--- src/pkg/odp_map.svh ---
// Register offsets, reset values and widths of the open-drain port block
`ifndef ODP_MAP_SVH
`define ODP_MAP_SVH
`define ODP_ADDR_W      8
`define ODP_OFS_WAKE    8'h00
`define ODP_OFS_LOGIC   8'h04
`define ODP_OFS_INDIV   8'h08
`define ODP_OFS_TWOBIT  8'h0C
`define ODP_OFS_PULLUP  8'h10
`define ODP_OFS_KWAKE   8'h14
`define ODP_OFS_ALTSEL  8'h18
`define ODP_OFS_PINS    8'h1C
`define ODP_OFS_LOPREG  8'h20
`define ODP_OFS_BACKUP  8'h24
`define ODP_OFS_IRQSTS  8'h28
`define ODP_OFS_IRQMSK  8'h2C
`define ODP_OFS_SINGLE  8'h30
`define ODP_RST_LATCH4  4'hF
`define ODP_RST_LATCH2  2'h3
`define ODP_RST_PULLUP  2'h0
`define ODP_RST_KWAKE   4'h0
`define ODP_RST_ALTSEL  4'h0
`define ODP_RST_IRQ     3'h0
`define ODP_PU_WAKE     0
`define ODP_PU_SINGLE   1
`define ODP_KW_LOGIC    0
`define ODP_KW_WAKE     1
`define ODP_ALT_INT     0
`define ODP_ALT_TOUT    1
`define ODP_ALT_C       2
`define ODP_ALT_K       3
`define ODP_IRQ_EXT     0
`define ODP_IRQ_WAKE    1
`define ODP_IRQ_TMR     2
`endif

--- src/pkg/odp_pkg.sv ---
// Types shared by the open-drain port block
package odp_pkg;
    // Power state of the port controller
    typedef enum logic {ODP_RUN, ODP_BACKUP} odp_pwr_e;
    // Logic operation applied between accumulator and the logic-operation port
    typedef enum logic [1:0] {ODP_LOP_AND, ODP_LOP_OR, ODP_LOP_XOR, ODP_LOP_PASS} odp_lop_e;
endpackage

--- src/pkg/odp_wake_if.sv ---
// Interface carrying wake sensing signals between controller and detector
`timescale 1ns/100ps
interface odp_wake_if;
    logic       in_backup;   // Controller is in RAM back-up
    logic [3:0] wake_pin;    // Wake-capable port pin levels
    logic [3:0] logic_pin;   // Logic-operation port pin levels
    logic [3:0] kwake;       // Key-on wakeup control
    logic       int_sel;     // Interrupt input function selected
    logic       wake;        // Return condition seen
    modport ctrl (output in_backup, wake_pin, logic_pin, kwake, int_sel, input wake);
    modport det  (input in_backup, wake_pin, logic_pin, kwake, int_sel, output wake);
endinterface
--- src/hw/odp_port_top.sv ---
// Open-drain port pins, pull-ups, key-on wakeup and shared pin functions
// Notes on behaviour
// - Pins pull low when latch zero; wake pin 1 follows the timer output instead when selected
// - Wake port pins: wakeup and pull-up switchable
// - Logic port wakes and feeds accumulator logic
// - Individual-bit port, bits two/three shared
// - Single-bit ports have switchable pull-ups
// - Timer output toggles once per underflow
// - Interrupt pin requests interrupt and wakes
// - Shared pins keep port I/O when alternate
// - Pull-up bit0 wake port, bit1 singles
// - Wakeup bit one enables wake pins 1-3
// - Wakeup bit zero enables logic port pins
// - Entry with enabled pin low returns immediately
//
// The APB slave port and the register addresses are this design's own decisions.
`timescale 1ns/100ps
`include "odp_map.svh"
module odp_port_top #(
    parameter int PORT_W = 4  // Width of the four-bit ports
) (
    // Clock and reset
    input  wire logic        pclk,
    input  wire logic        presetn,
    // APB slave
    input  wire logic        psel,
    input  wire logic        penable,
    input  wire logic        pwrite,
    input  wire logic [7:0]  paddr,
    input  wire logic [31:0] pwdata,
    output logic      [31:0] prdata,
    output logic             pready,
    output logic             pslverr,
    // Wake-capable port (pin 0 shares interrupt, pin 1 timer output)
    input  wire logic [3:0]  wake_port_in,
    output logic      [3:0]  wake_port_out,
    output logic      [3:0]  wake_port_oe,
    output logic      [3:0]  wake_port_pullup_en,
    // Logic-operation port
    input  wire logic [3:0]  logic_port_in,
    output logic      [3:0]  logic_port_out,
    output logic      [3:0]  logic_port_oe,
    // Individual-bit port (bits 2 and 3 share the single-bit ports)
    input  wire logic [3:0]  indiv_port_in,
    output logic      [3:0]  indiv_port_out,
    output logic      [3:0]  indiv_port_oe,
    output logic      [1:0]  single_pullup_en,
    // Two-bit open-drain port
    input  wire logic [1:0]  two_bit_port_in,
    output logic      [1:0]  two_bit_port_out,
    output logic      [1:0]  two_bit_port_oe,
    // Timer, interrupt and power
    input  wire logic        timer_underflow,
    output logic             ext_int_req,
    output logic             backup_active,
    output logic             irq
);
    // Elaboration check: the pin map is fixed at four bits
    if (PORT_W != 4) begin : g_chk
        $error("odp_port_top: PORT_W must be 4");
    end

    // Software-visible state, then the internal timer toggle and interrupt pin history
    logic [3:0]  wake_latch_reg;    // Wake port output latches
    logic [3:0]  logic_latch_reg;   // Logic port output latches
    logic [3:0]  indiv_latch_reg;   // Individual-bit latches
    logic [1:0]  two_bit_latch_reg; // Two-bit port latches
    logic [1:0]  single_latch_reg;  // Single-bit port latches, {k, c}
    logic [1:0]  pull_up_control_reg;
    logic [3:0]  key_wakeup_control_reg;
    logic [3:0]  altsel_reg;        // Alternate function selects
    logic [3:0]  acc_reg;           // Accumulator operand
    odp_pkg::odp_lop_e lop_reg;     // Selected logic operation
    logic [2:0]  irq_sts_reg;       // Sticky event bits
    logic [2:0]  irq_msk_reg;       // Event mask
    odp_pkg::odp_pwr_e pwr_reg;     // Run or back-up
    logic        tout_reg;          // Timer output divided by two
    logic        int_pin_reg;       // Previous interrupt pin level

    // Bus decode
    logic        setup_phase;       // Setup cycle of a transfer
    logic        wr_en;             // Write takes effect at this edge
    logic        rd_done;           // Read completes at this edge
    logic [31:0] rd_data;           // Read mux result
    logic        rd_err;            // Unmapped address
    logic [3:0]  lop_result;        // Logic operation result
    logic [2:0]  irq_clr_reg;       // Status bits returned by the read
    logic [2:0]  irq_set;           // Events this cycle
    logic        enter_backup;      // Back-up entry command
    logic        wake;              // Return condition

    // Wake detector, shared signals through the interface
    odp_wake_if wif ();
    assign wif.in_backup = (pwr_reg == odp_pkg::ODP_BACKUP);
    assign wif.wake_pin  = wake_port_in;
    assign wif.logic_pin = logic_port_in;
    assign wif.kwake     = key_wakeup_control_reg;
    assign wif.int_sel   = altsel_reg[`ODP_ALT_INT];
    assign wake          = wif.wake;
    odp_wake_detect u_wake (
        .wif (wif)
    );

    // Logic operation between accumulator and the port pins
    function automatic logic [3:0] do_lop(input odp_pkg::odp_lop_e op, input logic [3:0] a,
                                          input logic [3:0] b);
        case (op)
            odp_pkg::ODP_LOP_AND:  do_lop = a & b;
            odp_pkg::ODP_LOP_OR:   do_lop = a | b;
            odp_pkg::ODP_LOP_XOR:  do_lop = a ^ b;
            default:               do_lop = b;
        endcase
    endfunction

    // Zero-extend a narrow field into a bus word
    function automatic logic [31:0] zx(input logic [15:0] v);
        zx = {16'h0000, v};
    endfunction

    assign setup_phase  = psel && !penable;
    assign wr_en        = psel && penable && pready && pwrite;
    assign rd_done      = psel && penable && pready && !pwrite;
    assign lop_result   = do_lop(lop_reg, acc_reg, logic_port_in);
    assign enter_backup = wr_en && (paddr == `ODP_OFS_BACKUP) && pwdata[0];

    // Read mux; pin reads show the pin level, so a latch left at zero reads low
    always_comb begin
        rd_err  = 1'b0;
        rd_data = 32'h0000_0000;
        case (paddr)
            `ODP_OFS_WAKE:   rd_data = zx({12'h000, wake_latch_reg});
            `ODP_OFS_LOGIC:  rd_data = zx({12'h000, logic_latch_reg});
            `ODP_OFS_INDIV:  rd_data = zx({12'h000, indiv_latch_reg});
            `ODP_OFS_TWOBIT: rd_data = zx({14'h0000, two_bit_latch_reg});
            `ODP_OFS_SINGLE: rd_data = zx({14'h0000, single_latch_reg});
            `ODP_OFS_PULLUP: rd_data = zx({14'h0000, pull_up_control_reg});
            `ODP_OFS_KWAKE:  rd_data = zx({12'h000, key_wakeup_control_reg});
            `ODP_OFS_ALTSEL: rd_data = zx({12'h000, altsel_reg});
            // Pin levels, still readable while alternates are selected
            `ODP_OFS_PINS:   rd_data = zx({2'h0, two_bit_port_in, indiv_port_in, logic_port_in, wake_port_in});
            `ODP_OFS_LOPREG: rd_data = zx({6'h00, lop_reg, acc_reg, lop_result});
            `ODP_OFS_BACKUP: rd_data = zx({15'h0000, pwr_reg == odp_pkg::ODP_BACKUP});
            `ODP_OFS_IRQSTS: rd_data = zx({13'h0000, irq_sts_reg});
            `ODP_OFS_IRQMSK: rd_data = zx({13'h0000, irq_msk_reg});
            default:         rd_err  = 1'b1;
        endcase
    end

    // APB answer: one wait-free access cycle after each setup
    always_ff @(posedge pclk or negedge presetn) begin
        if (!presetn) begin
            pready      <= 1'b0;
            prdata      <= 32'h0000_0000;
            pslverr     <= 1'b0;
            irq_clr_reg <= `ODP_RST_IRQ;
        end else begin
            pready  <= setup_phase;
            pslverr <= setup_phase && rd_err;
            // Capture at setup; status clears only the bits actually returned
            if (setup_phase) begin
                prdata      <= pwrite ? 32'h0000_0000 : rd_data;
                irq_clr_reg <= (!pwrite && paddr == `ODP_OFS_IRQSTS) ? irq_sts_reg : `ODP_RST_IRQ;
            end
        end
    end

    // Port latches; reset loads ones, software writes one before input use
    always_ff @(posedge pclk or negedge presetn) begin
        if (!presetn) begin
            wake_latch_reg    <= `ODP_RST_LATCH4;
            logic_latch_reg   <= `ODP_RST_LATCH4;
            indiv_latch_reg   <= `ODP_RST_LATCH4;
            two_bit_latch_reg <= `ODP_RST_LATCH2;
            single_latch_reg  <= `ODP_RST_LATCH2;
        end else if (wr_en) begin
            case (paddr)
                `ODP_OFS_WAKE:   wake_latch_reg    <= pwdata[3:0];
                `ODP_OFS_LOGIC:  logic_latch_reg   <= pwdata[3:0];
                `ODP_OFS_INDIV:  indiv_latch_reg   <= pwdata[3:0];
                `ODP_OFS_TWOBIT: two_bit_latch_reg <= pwdata[1:0];
                `ODP_OFS_SINGLE: single_latch_reg  <= pwdata[1:0];
                default: ;
            endcase
        end
    end

    // Control registers
    always_ff @(posedge pclk or negedge presetn) begin
        if (!presetn) begin
            pull_up_control_reg    <= `ODP_RST_PULLUP;
            key_wakeup_control_reg <= `ODP_RST_KWAKE;
            altsel_reg             <= `ODP_RST_ALTSEL;
            acc_reg                <= 4'h0;
            lop_reg                <= odp_pkg::ODP_LOP_AND;
            irq_msk_reg            <= `ODP_RST_IRQ;
        end else if (wr_en) begin
            case (paddr)
                `ODP_OFS_PULLUP: pull_up_control_reg    <= pwdata[1:0];
                `ODP_OFS_KWAKE:  key_wakeup_control_reg <= pwdata[3:0];
                `ODP_OFS_ALTSEL: altsel_reg             <= pwdata[3:0];
                `ODP_OFS_LOPREG: begin
                    acc_reg <= pwdata[3:0];
                    lop_reg <= odp_pkg::odp_lop_e'(pwdata[5:4]);
                end
                `ODP_OFS_IRQMSK: irq_msk_reg <= pwdata[2:0];
                default: ;
            endcase
        end
    end

    // Power state; entry while an enabled key or interrupt pin is low returns on the next edge
    always_ff @(posedge pclk or negedge presetn) begin
        if (!presetn) begin
            pwr_reg <= odp_pkg::ODP_RUN;
        end else begin
            case (pwr_reg)
                odp_pkg::ODP_RUN:    if (enter_backup) pwr_reg <= odp_pkg::ODP_BACKUP;
                odp_pkg::ODP_BACKUP: if (wake) pwr_reg <= odp_pkg::ODP_RUN;
                default:             pwr_reg <= odp_pkg::ODP_RUN;
            endcase
        end
    end

    // Timer toggle and interrupt pin edge
    always_ff @(posedge pclk or negedge presetn) begin
        if (!presetn) begin
            tout_reg    <= 1'b1;
            int_pin_reg <= 1'b1;
            ext_int_req <= 1'b0;
        end else begin
            if (timer_underflow) begin
                tout_reg <= !tout_reg;
            end
            int_pin_reg <= wake_port_in[0];
            // Falling edge requests the external interrupt
            ext_int_req <= altsel_reg[`ODP_ALT_INT] && int_pin_reg && !wake_port_in[0];
        end
    end

    // Sticky events; a set in the clearing cycle survives
    assign irq_set = {timer_underflow && altsel_reg[`ODP_ALT_TOUT],
                      (pwr_reg == odp_pkg::ODP_BACKUP) && wake,
                      altsel_reg[`ODP_ALT_INT] && int_pin_reg && !wake_port_in[0]};
    always_ff @(posedge pclk or negedge presetn) begin
        if (!presetn) begin
            irq_sts_reg <= `ODP_RST_IRQ;
            irq         <= 1'b0;
        end else begin
            irq_sts_reg <= (irq_sts_reg & ~(rd_done ? irq_clr_reg : `ODP_RST_IRQ)) | irq_set;
            irq         <= |(irq_sts_reg & irq_msk_reg);
        end
    end

    // Open-drain drivers: output always low, enable pulls the pin down
    always_ff @(posedge pclk or negedge presetn) begin
        if (!presetn) begin
            wake_port_out    <= 4'h0;
            logic_port_out   <= 4'h0;
            indiv_port_out   <= 4'h0;
            two_bit_port_out <= 2'h0;
            wake_port_oe     <= 4'h0;
            logic_port_oe    <= 4'h0;
            indiv_port_oe    <= 4'h0;
            two_bit_port_oe  <= 2'h0;
        end else begin
            wake_port_out    <= 4'h0;
            logic_port_out   <= 4'h0;
            indiv_port_out   <= 4'h0;
            two_bit_port_out <= 2'h0;
            wake_port_oe[0]  <= !wake_latch_reg[0];
            // Timer output replaces latch 1 when selected
            wake_port_oe[1]  <= altsel_reg[`ODP_ALT_TOUT] ? !tout_reg : !wake_latch_reg[1];
            wake_port_oe[3:2] <= ~wake_latch_reg[3:2];
            logic_port_oe    <= ~logic_latch_reg;
            two_bit_port_oe  <= ~two_bit_latch_reg;
            indiv_port_oe[1:0] <= ~indiv_latch_reg[1:0];
            // Shared pins: either owner may pull low (wired AND)
            indiv_port_oe[2] <= !indiv_latch_reg[2] || (altsel_reg[`ODP_ALT_C] && !single_latch_reg[0]);
            indiv_port_oe[3] <= !indiv_latch_reg[3] || (altsel_reg[`ODP_ALT_K] && !single_latch_reg[1]);
        end
    end

    // Pull-up enables and power status
    always_ff @(posedge pclk or negedge presetn) begin
        if (!presetn) begin
            wake_port_pullup_en <= 4'h0;
            single_pullup_en    <= 2'h0;
            backup_active       <= 1'b0;
        end else begin
            wake_port_pullup_en <= {4{pull_up_control_reg[`ODP_PU_WAKE]}};
            single_pullup_en    <= {2{pull_up_control_reg[`ODP_PU_SINGLE]}};
            backup_active       <= (pwr_reg == odp_pkg::ODP_BACKUP);
        end
    end
endmodule

--- src/hw/odp_wake_detect.sv ---
// Key-on wakeup return condition detector
`timescale 1ns/100ps
`include "odp_map.svh"
module odp_wake_detect (
    odp_wake_if.det wif
);
    logic logic_hit;  // Enabled logic-operation pin held low
    logic wake_hit;   // Enabled wake port pin 1..3 held low
    logic int_hit;    // Interrupt input held low
    // Low level on an enabled pin is the return condition; level, not edge,
    // so a pin already low at entry wakes at once
    always_comb begin
        logic_hit = wif.kwake[`ODP_KW_LOGIC] && (wif.logic_pin != 4'hF);
        wake_hit  = wif.kwake[`ODP_KW_WAKE] && (wif.wake_pin[3:1] != 3'h7);
        int_hit   = wif.int_sel && !wif.wake_pin[0];
        wif.wake  = wif.in_backup && (logic_hit || wake_hit || int_hit);
    end
endmodule

--- config.mk ---
export PLATFORM = sky130hd
export DESIGN_NAME = odp_port_top
export DESIGN_NICKNAME = d
export VERILOG_FILES = /design/src/pkg/odp_pkg.sv /design/src/pkg/odp_wake_if.sv /design/src/hw/odp_port_top.sv /design/src/hw/odp_wake_detect.sv
export VERILOG_INCLUDE_DIRS = /design/src /design/src/pkg
export SDC_FILE = /design/constraint.sdc
export NUM_CORES = 1
export LEC_CHECK = 0
export ABC_AREA = 0
export BUFFER_PORTS_ARGS = -buffer_cell sky130_fd_sc_hd__clkbuf_2
export CORE_ASPECT_RATIO = 2
export CORE_MARGIN = 2
export CORE_UTILIZATION = 30
export DETAILED_ROUTE_END_ITERATION = 8
export GPL_TIMING_DRIVEN = 0
export PLACE_DENSITY = 0.62
export SLEW_MARGIN = 20
export SYNTH_ARGS = -nofsm -noshare
export SYNTH_HDL_FRONTEND = slang
export SYNTH_SLANG_ARGS = --single-unit
--- constraint.sdc ---
create_clock -name pclk -period 2.25 [get_ports pclk]
set_input_delay 0.1125 -clock pclk [delete_from_list [all_inputs] [get_ports pclk]]
set_output_delay 0.1125 -clock pclk [all_outputs]
set_load 0.05 [all_outputs]
* Yosys cells after proc, flatten, opt, wreduce, memory -nomap -nowiden *
Index checks and enable logic that the tools add are counted.

storage, ports and cells
  input bits = 60
  bits in registers = 97
  output and inout bits = 71
  word-level logic and storage cells = 113

operators by class
  reduce and logical (&&, ||, !) cells = 47
  bitwise gates (word level) = 12
  eq/ne operators = 16
  mux-type cells = 10

operator list
  operator                                        count
  one-hot mux 14 bit (13 select lines)            1
  == test 8 x 6 -> 1 bit (second input constant)  5
  == test 8 x 5 -> 1 bit (second input constant)  4
  two-way mux 32 bit                              1
  AND reduction 2 bit                             10
  logical AND 1 bit                               19
  == test 8 x 4 -> 1 bit (second input constant)  2
  OR reduction 13 bit                             1
  one-hot mux 4 bit (3 select lines)              1
  logical NOT 1 bit                               10
  == test 8 x 3 -> 1 bit (second input constant)  1
  logical NOT 8 bit                               1
  bitwise AND 3 bit                               2
  two-way mux 3 bit                               2
  inverter 2 bit                                  3
  bitwise AND 4 bit                               1
  logical OR 1 bit                                4
  two-way mux 1 bit                               4
  != test 4 bit (second input constant)           1
  inverter 4 bit                                  1
  bitwise OR 4 bit                                1
  bitwise XOR 4 bit                               1
  != test 3 bit (second input constant)           1
  inverter 3 bit                                  1
  other kinds (7)                                 7

* Longest topological paths before layout *
Gate-level depths: netlist of run 1.

  depth in word-level cells = 7
  gate-level depth with buffers = 7

* Hierarchy *
A second synthesis of run 1 with hierarchy kept.

unflattened totals
  cells, all modules = 361
  area, all modules = 3975.1 µm²

modules (own cells, without submodules)
  module           area an instance (µm²)  cells an instance  sequential area each (µm²)  times used
  odp_port_top     3936.3                  356                1999.4                      1
  odp_wake_detect  38.8                    5                  0.0                         1

* Least setup slack after synthesis of run 1 *
No wires, ideal clock.

  path type = flip-flop to flip-flop
  from = register pready
  to = register key_wakeup_control_reg[0]
  stages on the path, launching flop included = 5
  path slack = 0.574 ns
  data arrival time = 1.551 ns
  required time = 2.125 ns
  cell sequence = dfrtp_1 -> nand4_1 -> nor3_1 -> nand2_1 -> mux2_2

on the way
  cells in the longest elaborated chain, start to end = 3

RTL lines
  element                               line                 source
  from (decl)                           odp_port_top.sv:32   output logic pready,
  from (signal assigned)                odp_port_top.sv:157  pready <= setup_phase;
  logical AND 1 bit (2 in series)       odp_port_top.sv:121  assign wr_en = psel && penable && pready && pwrite;
  AND reduction 2 bit (no source line)  n/a
  to (signal assigned)                  odp_port_top.sv:191  key_wakeup_control_reg <= `ODP_RST_KWAKE;
  to (signal assigned)                  odp_port_top.sv:199  `ODP_OFS_KWAKE: key_wakeup_control_reg <= pwdata[3:0];
  to (decl)                             odp_port_top.sv:70   logic [3:0] key_wakeup_control_reg;

Every way passes these cells.
A chain may end at the register's enable or synchronous reset.

* Final worst setup path of run 1 *
  from = register lop_reg[0]
  to = register prdata[1]

on the way
  cells in the longest elaborated chain, start to end = 4
  elaborated cells between the ends (all ways) = 6

RTL lines
  element                                      line                 source
  from (decl)                                  odp_port_top.sv:73   odp_pkg::odp_lop_e lop_reg;
  from (signal assigned)                       odp_port_top.sv:194  lop_reg <= odp_pkg::ODP_LOP_AND;
  from (signal assigned)                       odp_port_top.sv:203  lop_reg <= odp_pkg::odp_lop_e'(pwdata[5:4]);
  == test 2 bit, or another cell as far along  odp_port_top.sv:107  case (op)
  one-hot mux 4 bit (3 select lines) (*)       odp_port_top.sv:107
  one-hot mux 14 bit (13 select lines) (*)     odp_port_top.sv:130  case (paddr)
  two-way mux 32 bit (*)                       odp_port_top.sv:161  prdata <= pwrite ? 32'h0000_0000 : rd_data;
  to (signal assigned)                         odp_port_top.sv:161
  to (decl)                                    odp_port_top.sv:31   output logic [31:0] prdata,

Mark *: on every way between the ends. The rest lies on a longest branch, timed or not.

==> results.json, run 1 <==
{
  "fin_worst_skew_ps": 3.47,
  "timing.final.setup_violations": 0,
  "maximum_number_of_pins_on_one_net_before_global_route_repair": 43,
  "post_route_cells_drive_above_1_share": 0.416,
  "cts_tree": "yes",
  "crit_path_max_fanout": 6,
  "largest_register_ffs": 14,
  "start_util": 0.308,
  "synth_edf_count": 0,
  "vias_in_the_first_global_route": 3003,
  "async_set_reset_flop_share_out_of_synthesis": 1.00,
  "floorplan.die.height_um": 168,
  "clk_pin_slew_worst_paths_ps": 60,
  "synth_seq_area_share": 0.497,
  "yosysWarningCount": 0,
  "areaGrowthSynthToFinish_pct": 27.3,
  "postSynthRegisterBits": 79,
  "fin_total_pwr_mw": 3.63,
  "drt_pre_antenna_iters": 6,
  "powerDensity_nw_per_um2": 708,
  "post-synth-top-area-fraction": 0.379,
  "syn-cell-area_um2": 4030,
  "grt_antenna_before_repair": 0,
  "hold_path.class": "input port to register",
  "cts_root_buffer": "sky130_fd_sc_hd__clkbuf_16",
  "crit_required_ps": 2480,
  "cts_buffers": 9,
  "drc": 0,
  "total_routed_length_um": 10600,
  "final.period_utilization": 0.833,
  "wire_length_of_the_first_global_routing_pass_um": 16300,
  "syn_area_per_cell_um2": 11.5,
  "max_capacitance_violation_count": 0,
  "layout.cells.most_common": "sky130_fd_sc_hd__clkbuf_2",
  "synth_top_cell_by_area": "sky130_fd_sc_hd__dfrtp_1",
  "place_congestion": 0.880,
  "final_nets": 536,
  "syn_inst": 351,
  "worst-setup-path-type": "register to register",
  "crit_path_start_kind": "register",
  "status": "finished clean",
  "detail_route.iter0.violations": 169,
  "placement_rows": 59,
  "cp-end-kind": "register",
  "number_of_input_and_output_port_buffers_inserted": 68,
  "power_leakage_nw": 2.44,
  "max_freq_mhz": 534,
  "clock_insertion_delay_worst_skew_ps": 340,
  "tns_ps": 0,
  "synth_top_cells_by_area": "sky130_fd_sc_hd__dfrtp_1, sky130_fd_sc_hd__dfstp_2, sky130_fd_sc_hd__mux2_2, sky130_fd_sc_hd__buf_4, sky130_fd_sc_hd__inv_1",
  "num_antenna_cells": 0,
  "route.detailed.vias_per_inst": 4.79,
  "grt.overflow.total": 0,
  "slew_viol_final": 0,
  "setup.reg_to_reg.worst_slack_ps": 380,
  "grt_util_all_layers": 0.151,
  "synthDistinctLibCells": 53,
  "fill_cells": 1284,
  "htree_levels": 3,
  "final_hold_viol_count": 0,
  "post-route-min-period_ps": 1870,
  "cts_setup_buffers": 0,
  "die_w_um": 85.9,
  "ir_worst_vdd_v": 0.000352,
  "placeableCoreArea_um2": 13100,
  "pin_count": 131,
  "rsz0062_at_grt": "no",
  "cts_max_path_buffers": 2,
  "vias": 2991,
  "top_register": "prdata",
  "postSynth.topFlopCell": "sky130_fd_sc_hd__dfrtp_1",
  "layout_common_cells": "sky130_fd_sc_hd__clkbuf_2, sky130_fd_sc_hd__dfrtp_1, sky130_fd_sc_hd__buf_4",
  "timing.max_slew.rel_slack": 0.478,
  "tightestPinTransition_ps": 772,
  "number_of_routed_nets_with_antenna_violations": 0,
  "floorplan.die_area_um2": 14400,
  "avgRoutedWirePerCell_um": 16.9,
  "worst_ep_arrival_time_ps": 2100,
  "half_perimeter_wire_length_after_placement_um": 8490,
  "tritoncts_num_sinks": 79
}
-- report_power, final --
part	total [mW]	switching, mW	leakage [nW]	internal (mW)
clock	1.79	0.588	0.180	1.20
sequential	1.46	0.0135	0.963	1.45
combinational	0.378	0.266	1.30	0.112
total	3.63	0.867	2.44	2.76
-- per-layer routing --
layer,global-route usage,share of wire,vias up
li1,-,-,1392
met1,0.144,0.33,1465
met2,0.290,0.58,109
met3,0.0235,0.045,25
met4,0.0911,0.046,0
met5,0,0,-
-- cells by family after synthesis --
family,after synthesis,synth area share
other,1,0.000932
adder cells (fa/ha/maj),8,0.0249
multiplexers,51,0.157
flip-flops,79,0.497
XOR/XNOR,1,0.00218
buffers and inverters,81,0.114
AND/OR/NAND/NOR,76,0.100
AO/OA/AOI/OAI,54,0.104
-- path summary, 6_finish.rpt --
| check | from | endpoint | depth (start not counted) |
|---|---|---|---|
| worst min-delay path | pwdata[5] | lop_reg[1]$_DFFE_PN0P_ | 2 |
| max in group asynchronous | presetn | wake_latch_reg[3]$_DFFE_PN1P_ | 3 |
| worst min register to register | pull_up_control_reg[0]$_DFFE_PN0P_ | wake_port_pullup_en[0]$_DFF_PN0_ | 0 |
| worst max-delay path | lop_reg[0]$_DFFE_PN0P_ | prdata[1]$_DFFE_PN0P_ | 5 |
| min in group asynchronous | presetn | wake_port_oe[0]$_DFF_PN0_ | 2 |
| worst max register to register | lop_reg[0]$_DFFE_PN0P_ | prdata[1]$_DFFE_PN0P_ | 5 |
-- cell usage after synthesis (all sizes together) (3+ instances only) --
cell type	instances
nand2b	4
nor2	13
nand2	30
dfrtp	61
o21ai	15
nor4	3
mux4	5
a21o	3
nand3	6
nand4	3
a2111oi	3
a22oi	10
dfstp	18
mux2i	8
clkbuf	7
buf	43
mux2	38
o31ai	3
a22o	8
nor2b	4
inv	31
ha	8
-- timing repair --
item / 4_1_cts / 5_1_grt
hold buffers: 6 / 0
resized for setup: 0 / 0
hold endpoints to repair: 36 / 0
-- worst max-delay path, cell delays in order, from the launching register on --
cell and delay, ps:
sky130_fd_sc_hd__dfrtp_1 320, sky130_fd_sc_hd__clkbuf_1 330, sky130_fd_sc_hd__mux4_2 560, sky130_fd_sc_hd__o31ai_1 210
sky130_fd_sc_hd__a31oi_1 160, sky130_fd_sc_hd__a21o_1 180
-- cell type report --
cell class,count,area [µm²],area share
timing repair buffer,75,423,0.0826
clock inverter,7,143,0.0278
tap,152,190,0.0371
buffer,50,342,0.0667
clock buffer,9,225,0.0440
multi-input combinational,222,1680,0.329
sequential,79,2000,0.390
inverter,31,116,0.0227
-- through the flow --
stage	cell area, µm²	setup WS (ps)	instances	hold WS [ps]	utilization
floorplan	4140	574	382	-183	-
detailed placement	4690	311	603	145	0.359
finish	5120	376	625	5.06	0.392
global route	5120	328	625	5.01	0.392
global placement	4670	316	602	224	0.358
CTS	5120	358	625	1.38	0.392
(Power assumes the default switching activity.)
==> inputs of run 2 (changes only) <==
==> constraint.sdc (replaced) <==
create_clock -name pclk -period 1.9 [get_ports pclk]
set_input_delay 0.095 -clock pclk [delete_from_list [all_inputs] [get_ports pclk]]
set_output_delay 0.095 -clock pclk [all_outputs]
set_load 0.05 [all_outputs]
==> results.json, run 2 (synthesis results as in run 1) <==
{
  "worst_ep_arrival_time_ps": 2060,
  "htree_levels": 3,
  "power_leakage_nw": 2.45,
  "maximum_number_of_pins_on_one_net_before_global_route_repair": 43,
  "grt_util_all_layers": 0.151,
  "tightestPinTransition_ps": 811,
  "fin_total_pwr_mw": 4.30,
  "cts_max_path_buffers": 2,
  "hold_path.class": "input port to register",
  "grt.overflow.total": 0,
  "vias": 3012,
  "timing.final.setup_violations": 0,
  "drt_pre_antenna_iters": 6,
  "detail_route.iter0.violations": 199,
  "fin_worst_skew_ps": 3.63,
  "switching_power_mw": 1.03,
  "powerDensity_nw_per_um2": 837,
  "ir_worst_vdd_v": 0.000419,
  "slew_viol_final": 0,
  "violations": "hold timing",
  "combinationalPowerShare": 0.105,
  "critical_path.cell_chain": "inv_1, ha_1, mux4_2, o31ai_1, a31oi_1, a21o_1",
  "drc": 0,
  "floorplan.die.height_um": 168,
  "avgRoutedWirePerCell_um": 17.0,
  "floorplan.die_area_um2": 14400,
  "cts_root_buffer": "sky130_fd_sc_hd__clkbuf_16",
  "pin_count": 131,
  "crit_path_max_fanout": 4,
  "timing.max_slew.rel_slack": 0.452,
  "number_of_routed_nets_with_antenna_violations": 0,
  "grt_antenna_before_repair": 0,
  "half_perimeter_wire_length_after_placement_um": 8490,
  "worst-setup-path-type": "register to register",
  "finalCoreUtilization": 0.393,
  "num_antenna_cells": 0,
  "layout_common_cells": "sky130_fd_sc_hd__clkbuf_2, sky130_fd_sc_hd__dfrtp_1, sky130_fd_sc_hd__buf_4",
  "final.period_utilization": 0.966,
  "seq_power_share": 0.402,
  "rsz0062_at_grt": "no",
  "max_capacitance_violation_count": 0,
  "die_w_um": 85.9,
  "cts_buffers": 9,
  "placement_rows": 59,
  "cts_setup_buffers": 0,
  "cp-end-kind": "register",
  "layout.cells.most_common": "sky130_fd_sc_hd__clkbuf_2",
  "placeableCoreArea_um2": 13100,
  "place_congestion": 0.880,
  "post_route_cells_drive_above_1_share": 0.416,
  "max_freq_mhz": 545,
  "cts_tree": "yes",
  "status": "finished, violations left",
  "setup.reg_to_reg.worst_slack_ps": 70,
  "crit_path_start_kind": "register",
  "p_int_mw": 3.27,
  "tritoncts_num_sinks": 79,
  "route.detailed.vias_per_inst": 4.81,
  "largest_register_ffs": 14,
  "power.clock.fraction": 0.493,
  "post-route-min-period_ps": 1830,
  "wire_length_of_the_first_global_routing_pass_um": 16300,
  "total_routed_length_um": 10600,
  "vias_in_the_first_global_route": 3011,
  "top_register": "prdata",
  "number_of_input_and_output_port_buffers_inserted": 68,
  "crit_required_ps": 2130,
  "clock_insertion_delay_worst_skew_ps": 340,
  "areaGrowthSynthToFinish_pct": 27.7,
  "switching_share": 0.239,
  "clk_pin_slew_worst_paths_ps": 60,
  "final_nets": 537,
  "final.hold.worst_slack_ps": -0.990,
  "cpPeakStageDelay_ps": 460,
  "final_hold_viol_count": 1,
  "crit_slowest_cell": "sky130_fd_sc_hd__mux4_2",
  "start_util": 0.308
}
## run 2: power by group through the flow
stage | Clock, mW | Sequential [mW] | Combinational, mW
detailed placement | 0 | 1.76 | 0.437
global placement | 0 | 1.76 | 0.424
finish | 2.12 | 1.73 | 0.451
floorplan | 0 | 1.77 | 0.293
CTS | 2.15 | 1.73 | 0.452
global route | 2.22 | 1.73 | 0.480
## run 2: final cells by class
type / instances / area (µm²)
Fill cell: 1284 / 7930
Sequential cell: 79 / 2000
Inverter: 31 / 116
Buffer: 49 / 338
Multi-Input combinational cell: 222 / 1680
Timing Repair Buffer: 77 / 443
Tap cell: 152 / 190
Clock buffer: 9 / 225
Clock inverter: 7 / 143
## run 2: repair_timing
item / in CTS / in global routing
hold buffers: 8 / 0
endpoints found under the setup margin: 0 / 1
endpoints found under the hold margin: 38 / 0
gates resized for setup: 0 / 0
## run 2: path summary, 6_finish.rpt
kind | startpoint | endpoint | cells after the start
setup / recovery | acc_reg[1]$_DFFE_PN0P_ | prdata[1]$_DFFE_PN0P_ | 6
hold / removal | two_bit_port_in[0] | prdata[12]$_DFFE_PN0P_ | 2
hold reg to reg | pull_up_control_reg[0]$_DFFE_PN0P_ | wake_port_pullup_en[0]$_DFF_PN0_ | 0
min in group asynchronous | presetn | wake_port_oe[0]$_DFF_PN0_ | 2
setup reg to reg | acc_reg[1]$_DFFE_PN0P_ | prdata[1]$_DFFE_PN0P_ | 6
max in group asynchronous | presetn | wake_latch_reg[3]$_DFFE_PN1P_ | 3
## run 2: worst max-delay path, delay by kind of cell (launching register included)
kind / cells / cell delay (ps)
muxes: 1 / 460
AOI/OAI and AO/OA: 3 / 550
adders and majority gates: 1 / 270
buffers and inverters: 1 / 60
DFF: 1 / 390
## run 2: through the flow
stage	setup TNS [ps]	instance area, µm²	cells	worst slack, ps
after global placement	-60.0	4670	602	-16.3
after global routing	0	5140	626	6.62
after CTS	0	5140	627	7.67
after detailed placement	-49.1	4690	603	-21.8
after floorplan	0	4140	382	224
final	0	5140	626	65.2
## run 2: per-layer routing
metal  wire [µm]  global-route usage  vias up
met1        3420               0.144     1463
met5           0                   0        -
met3         529              0.0235       27
met4         501              0.0911        0
met2        6160               0.291      129
li1            -                   -     1393
==> inputs of run 3 (changes only) <==
--- a/config.mk
+++ b/config.mk
@@ -9,10 +9,11 @@
 export ABC_AREA = 0
 export BUFFER_PORTS_ARGS = -buffer_cell sky130_fd_sc_hd__clkbuf_2
 export CORE_ASPECT_RATIO = 2
-export CORE_MARGIN = 2
+export CORE_MARGIN = 5
 export CORE_UTILIZATION = 30
 export DETAILED_ROUTE_END_ITERATION = 8
 export GPL_TIMING_DRIVEN = 0
+export MAX_ROUTING_LAYER = met4
 export PLACE_DENSITY = 0.62
 export SLEW_MARGIN = 20
 export SYNTH_ARGS = -nofsm -noshare
==> results.json, run 3 (synthesis results as in run 1) <==
{
  "status": "finished clean",
  "cts_max_path_buffers": 2,
  "crit_slowest_cell": "sky130_fd_sc_hd__mux4_2",
  "placement_rows": 60,
  "combinationalPowerShare": 0.114,
  "cts_buffers": 9,
  "max_capacitance_violation_count": 0,
  "cts_root_buffer": "sky130_fd_sc_hd__clkbuf_16",
  "drt_pre_antenna_iters": 6,
  "cts_tree": "yes",
  "p_int_mw": 2.93,
  "layout_common_cells": "sky130_fd_sc_hd__clkbuf_2, sky130_fd_sc_hd__dfrtp_1, sky130_fd_sc_hd__buf_4",
  "worst_ep_arrival_time_ps": 2040,
  "worst-setup-path-type": "register to register",
  "die_w_um": 91.9,
  "grt_util_met1": 0.172,
  "critical_path.reg2reg.endpoint": "prdata[1]$_DFFE_PN0P_",
  "final_nets": 538,
  "critical_path.cell_chain": "inv_1, ha_1, mux4_2, o31ai_1, a31oi_1, a21o_1",
  "top_register": "prdata",
  "cp-endpoint": "prdata[1]$_DFFE_PN0P_",
  "tritoncts_num_sinks": 79,
  "crit_required_ps": 2130,
  "start_util": 0.303,
  "finalCoreUtilization": 0.383,
  "fin_worst_skew_ps": 4.60,
  "power_leakage_nw": 2.42,
  "avgRoutedWirePerCell_um": 15.7,
  "crit_path_start_kind": "register",
  "switching_share": 0.247,
  "wire_length_of_the_first_global_routing_pass_um": 16300,
  "slew_viol_final": 0,
  "hold_path.class": "input port to register",
  "timing.critical_path.depth": 6,
  "critical-path-top-delay-family": "compound AO/OA/AOI/OAI gates",
  "numPlacedInstances": 606,
  "fin_cells": 629,
  "floorplan.die_area_um2": 16000,
  "drc": 0,
  "clock_insertion_delay_worst_skew_ps": 340,
  "fill_cells": 1295,
  "detail_route.iter0.violations": 200,
  "r2r-start": "acc_reg[1]$_DFFE_PN0P_",
  "switching_power_mw": 0.960,
  "grt_util_all_layers": 0.136,
  "placeableCoreArea_um2": 13300,
  "cpPeakStageDelay_ps": 480,
  "rsz0062_at_grt": "no",
  "num_antenna_cells": 0,
  "pin_count": 131,
  "number_of_input_and_output_port_buffers_inserted": 68,
  "vias_in_the_first_global_route": 3013,
  "power.clock.fraction": 0.441,
  "vias": 2896,
  "layout.cells.most_common": "sky130_fd_sc_hd__clkbuf_2",
  "post-route-min-period_ps": 1810,
  "total_routed_length_um": 9890,
  "cp-end-kind": "register",
  "gr-usage-met2": 0.205,
  "areaGrowthSynthToFinish_pct": 26.3,
  "tightestPinTransition_ps": 831,
  "startpoint": "acc_reg[1]$_DFFE_PN0P_",
  "seq_power_share": 0.445,
  "grt_antenna_before_repair": 0,
  "max_freq_mhz": 553,
  "setup.reg_to_reg.worst_slack_ps": 90,
  "crit_path_max_fanout": 4,
  "route.detailed.vias_per_inst": 4.60,
  "place_congestion": 0.885,
  "ir_worst_vdd_v": 0.000450,
  "powerDensity_nw_per_um2": 765,
  "timing.final.setup_violations": 0,
  "post_route_cells_drive_above_1_share": 0.411,
  "number_of_routed_nets_with_antenna_violations": 0,
  "htree_levels": 3,
  "final_hold_viol_count": 0,
  "clk_pin_slew_worst_paths_ps": 60,
  "floorplan.die.height_um": 174,
  "grt.overflow.total": 0,
  "half_perimeter_wire_length_after_placement_um": 7600,
  "timing.max_slew.rel_slack": 0.438,
  "grt-busiest-layer": "met2",
  "largest_register_ffs": 14,
  "groute.layer.met3.usage": 0.0334,
  "cp.buffers_inverters": 1,
  "final.period_utilization": 0.952,
  "r2r_cells": 6,
  "maximum_number_of_pins_on_one_net_before_global_route_repair": 43,
  "cts_setup_buffers": 0
}
run 3: changes by cell type in the layout (fill, tap and decap cells not counted), sizes merged:
cell	before	now
dlygate4sd3	8	9
clkinvlp	0	1
clkbuf	83	86
inv	33	31
bufinv	4	1
run 3: metal layers:
| layer | routed length, µm | up-vias |
|---|---|---|
| li1 | - | 1400 |
| met1 | 4280 | 1373 |
| met2 | 4850 | 109 |
| met3 | 619 | 14 |
| met4 | 136 | 0 |
| met5 | 0 | - |
run 3: stage by stage:
step	setup TNS (ps)	hold WS, ps	setup WS [ps]	power [mW]	cell area (µm²)
after global placement	-256	212	-17.3	2.18	4680
after detailed placement	0	130	2.27	2.19	4700
final	0	22.6	90.6	3.89	5080
after floorplan	0	-201	224	2.06	4140
after CTS	0	8.03	46.3	3.95	5090
after global routing	0	20.8	41.2	4.06	5080
run 3: worst reg2reg max path: cells and delay by family (launching register included):
family,cells,cell delay (ps)
AO/OA/AOI/OAI,3,530
multiplexers,1,480
flip-flops,1,380
adder cells (fa/ha/maj),1,260
buffers and inverters,1,60
run 3: final cells by class:
| cell class | instances | area [µm²] | share of cell area |
|---|---|---|---|
| clock inverters | 3 | 42.5 | 0.00837 |
| flip-flops and latches | 79 | 2000 | 0.393 |
| inverters | 31 | 116 | 0.0229 |
| well taps | 155 | 194 | 0.0381 |
| multi-input cells | 222 | 1680 | 0.331 |
| clock buffers | 12 | 256 | 0.0505 |
| repair buffers | 78 | 453 | 0.0891 |
| plain buffers | 49 | 338 | 0.0665 |
run 3: worst min path at each step:
| stage | slack [ps] | from | endpoint | depth (start not counted) |
|---|---|---|---|---|
| after floorplan | -200 | presetn | acc_reg[0]$_DFFE_PN0P_ | 0 |
| after CTS | 8 | pwdata[0] | key_wakeup_control_reg[0]$_DFFE_PN0P_ | 2 |
| final | 20 | pwdata[0] | key_wakeup_control_reg[0]$_DFFE_PN0P_ | 2 |
| after detailed placement | 130 | presetn | indiv_port_oe[0]$_DFF_PN0_ | 1 |
| after global placement | 210 | wake_port_in[0] | int_pin_reg$_DFF_PN1_ | 1 |
| after global routing | 20 | pwdata[0] | key_wakeup_control_reg[0]$_DFFE_PN0P_ | 2 |
run 3: power by group through the flow:
| stage | sequential, mW | clock, mW | combinational, mW |
|---|---|---|---|
| after global routing | 1.73 | 1.84 | 0.482 |
| after CTS | 1.73 | 1.77 | 0.446 |
| final | 1.73 | 1.71 | 0.445 |
| after floorplan | 1.77 | 0 | 0.293 |
| after global placement | 1.76 | 0 | 0.424 |
| after detailed placement | 1.76 | 0 | 0.432 |
run 3: what timing repair did:
item | 4_1_cts | 5_1_grt
hold endpoints to repair | 43 | 0
endpoints found under the setup margin | 0 | 1
resized for setup | 0 | 0
hold buffers | 9 | 0
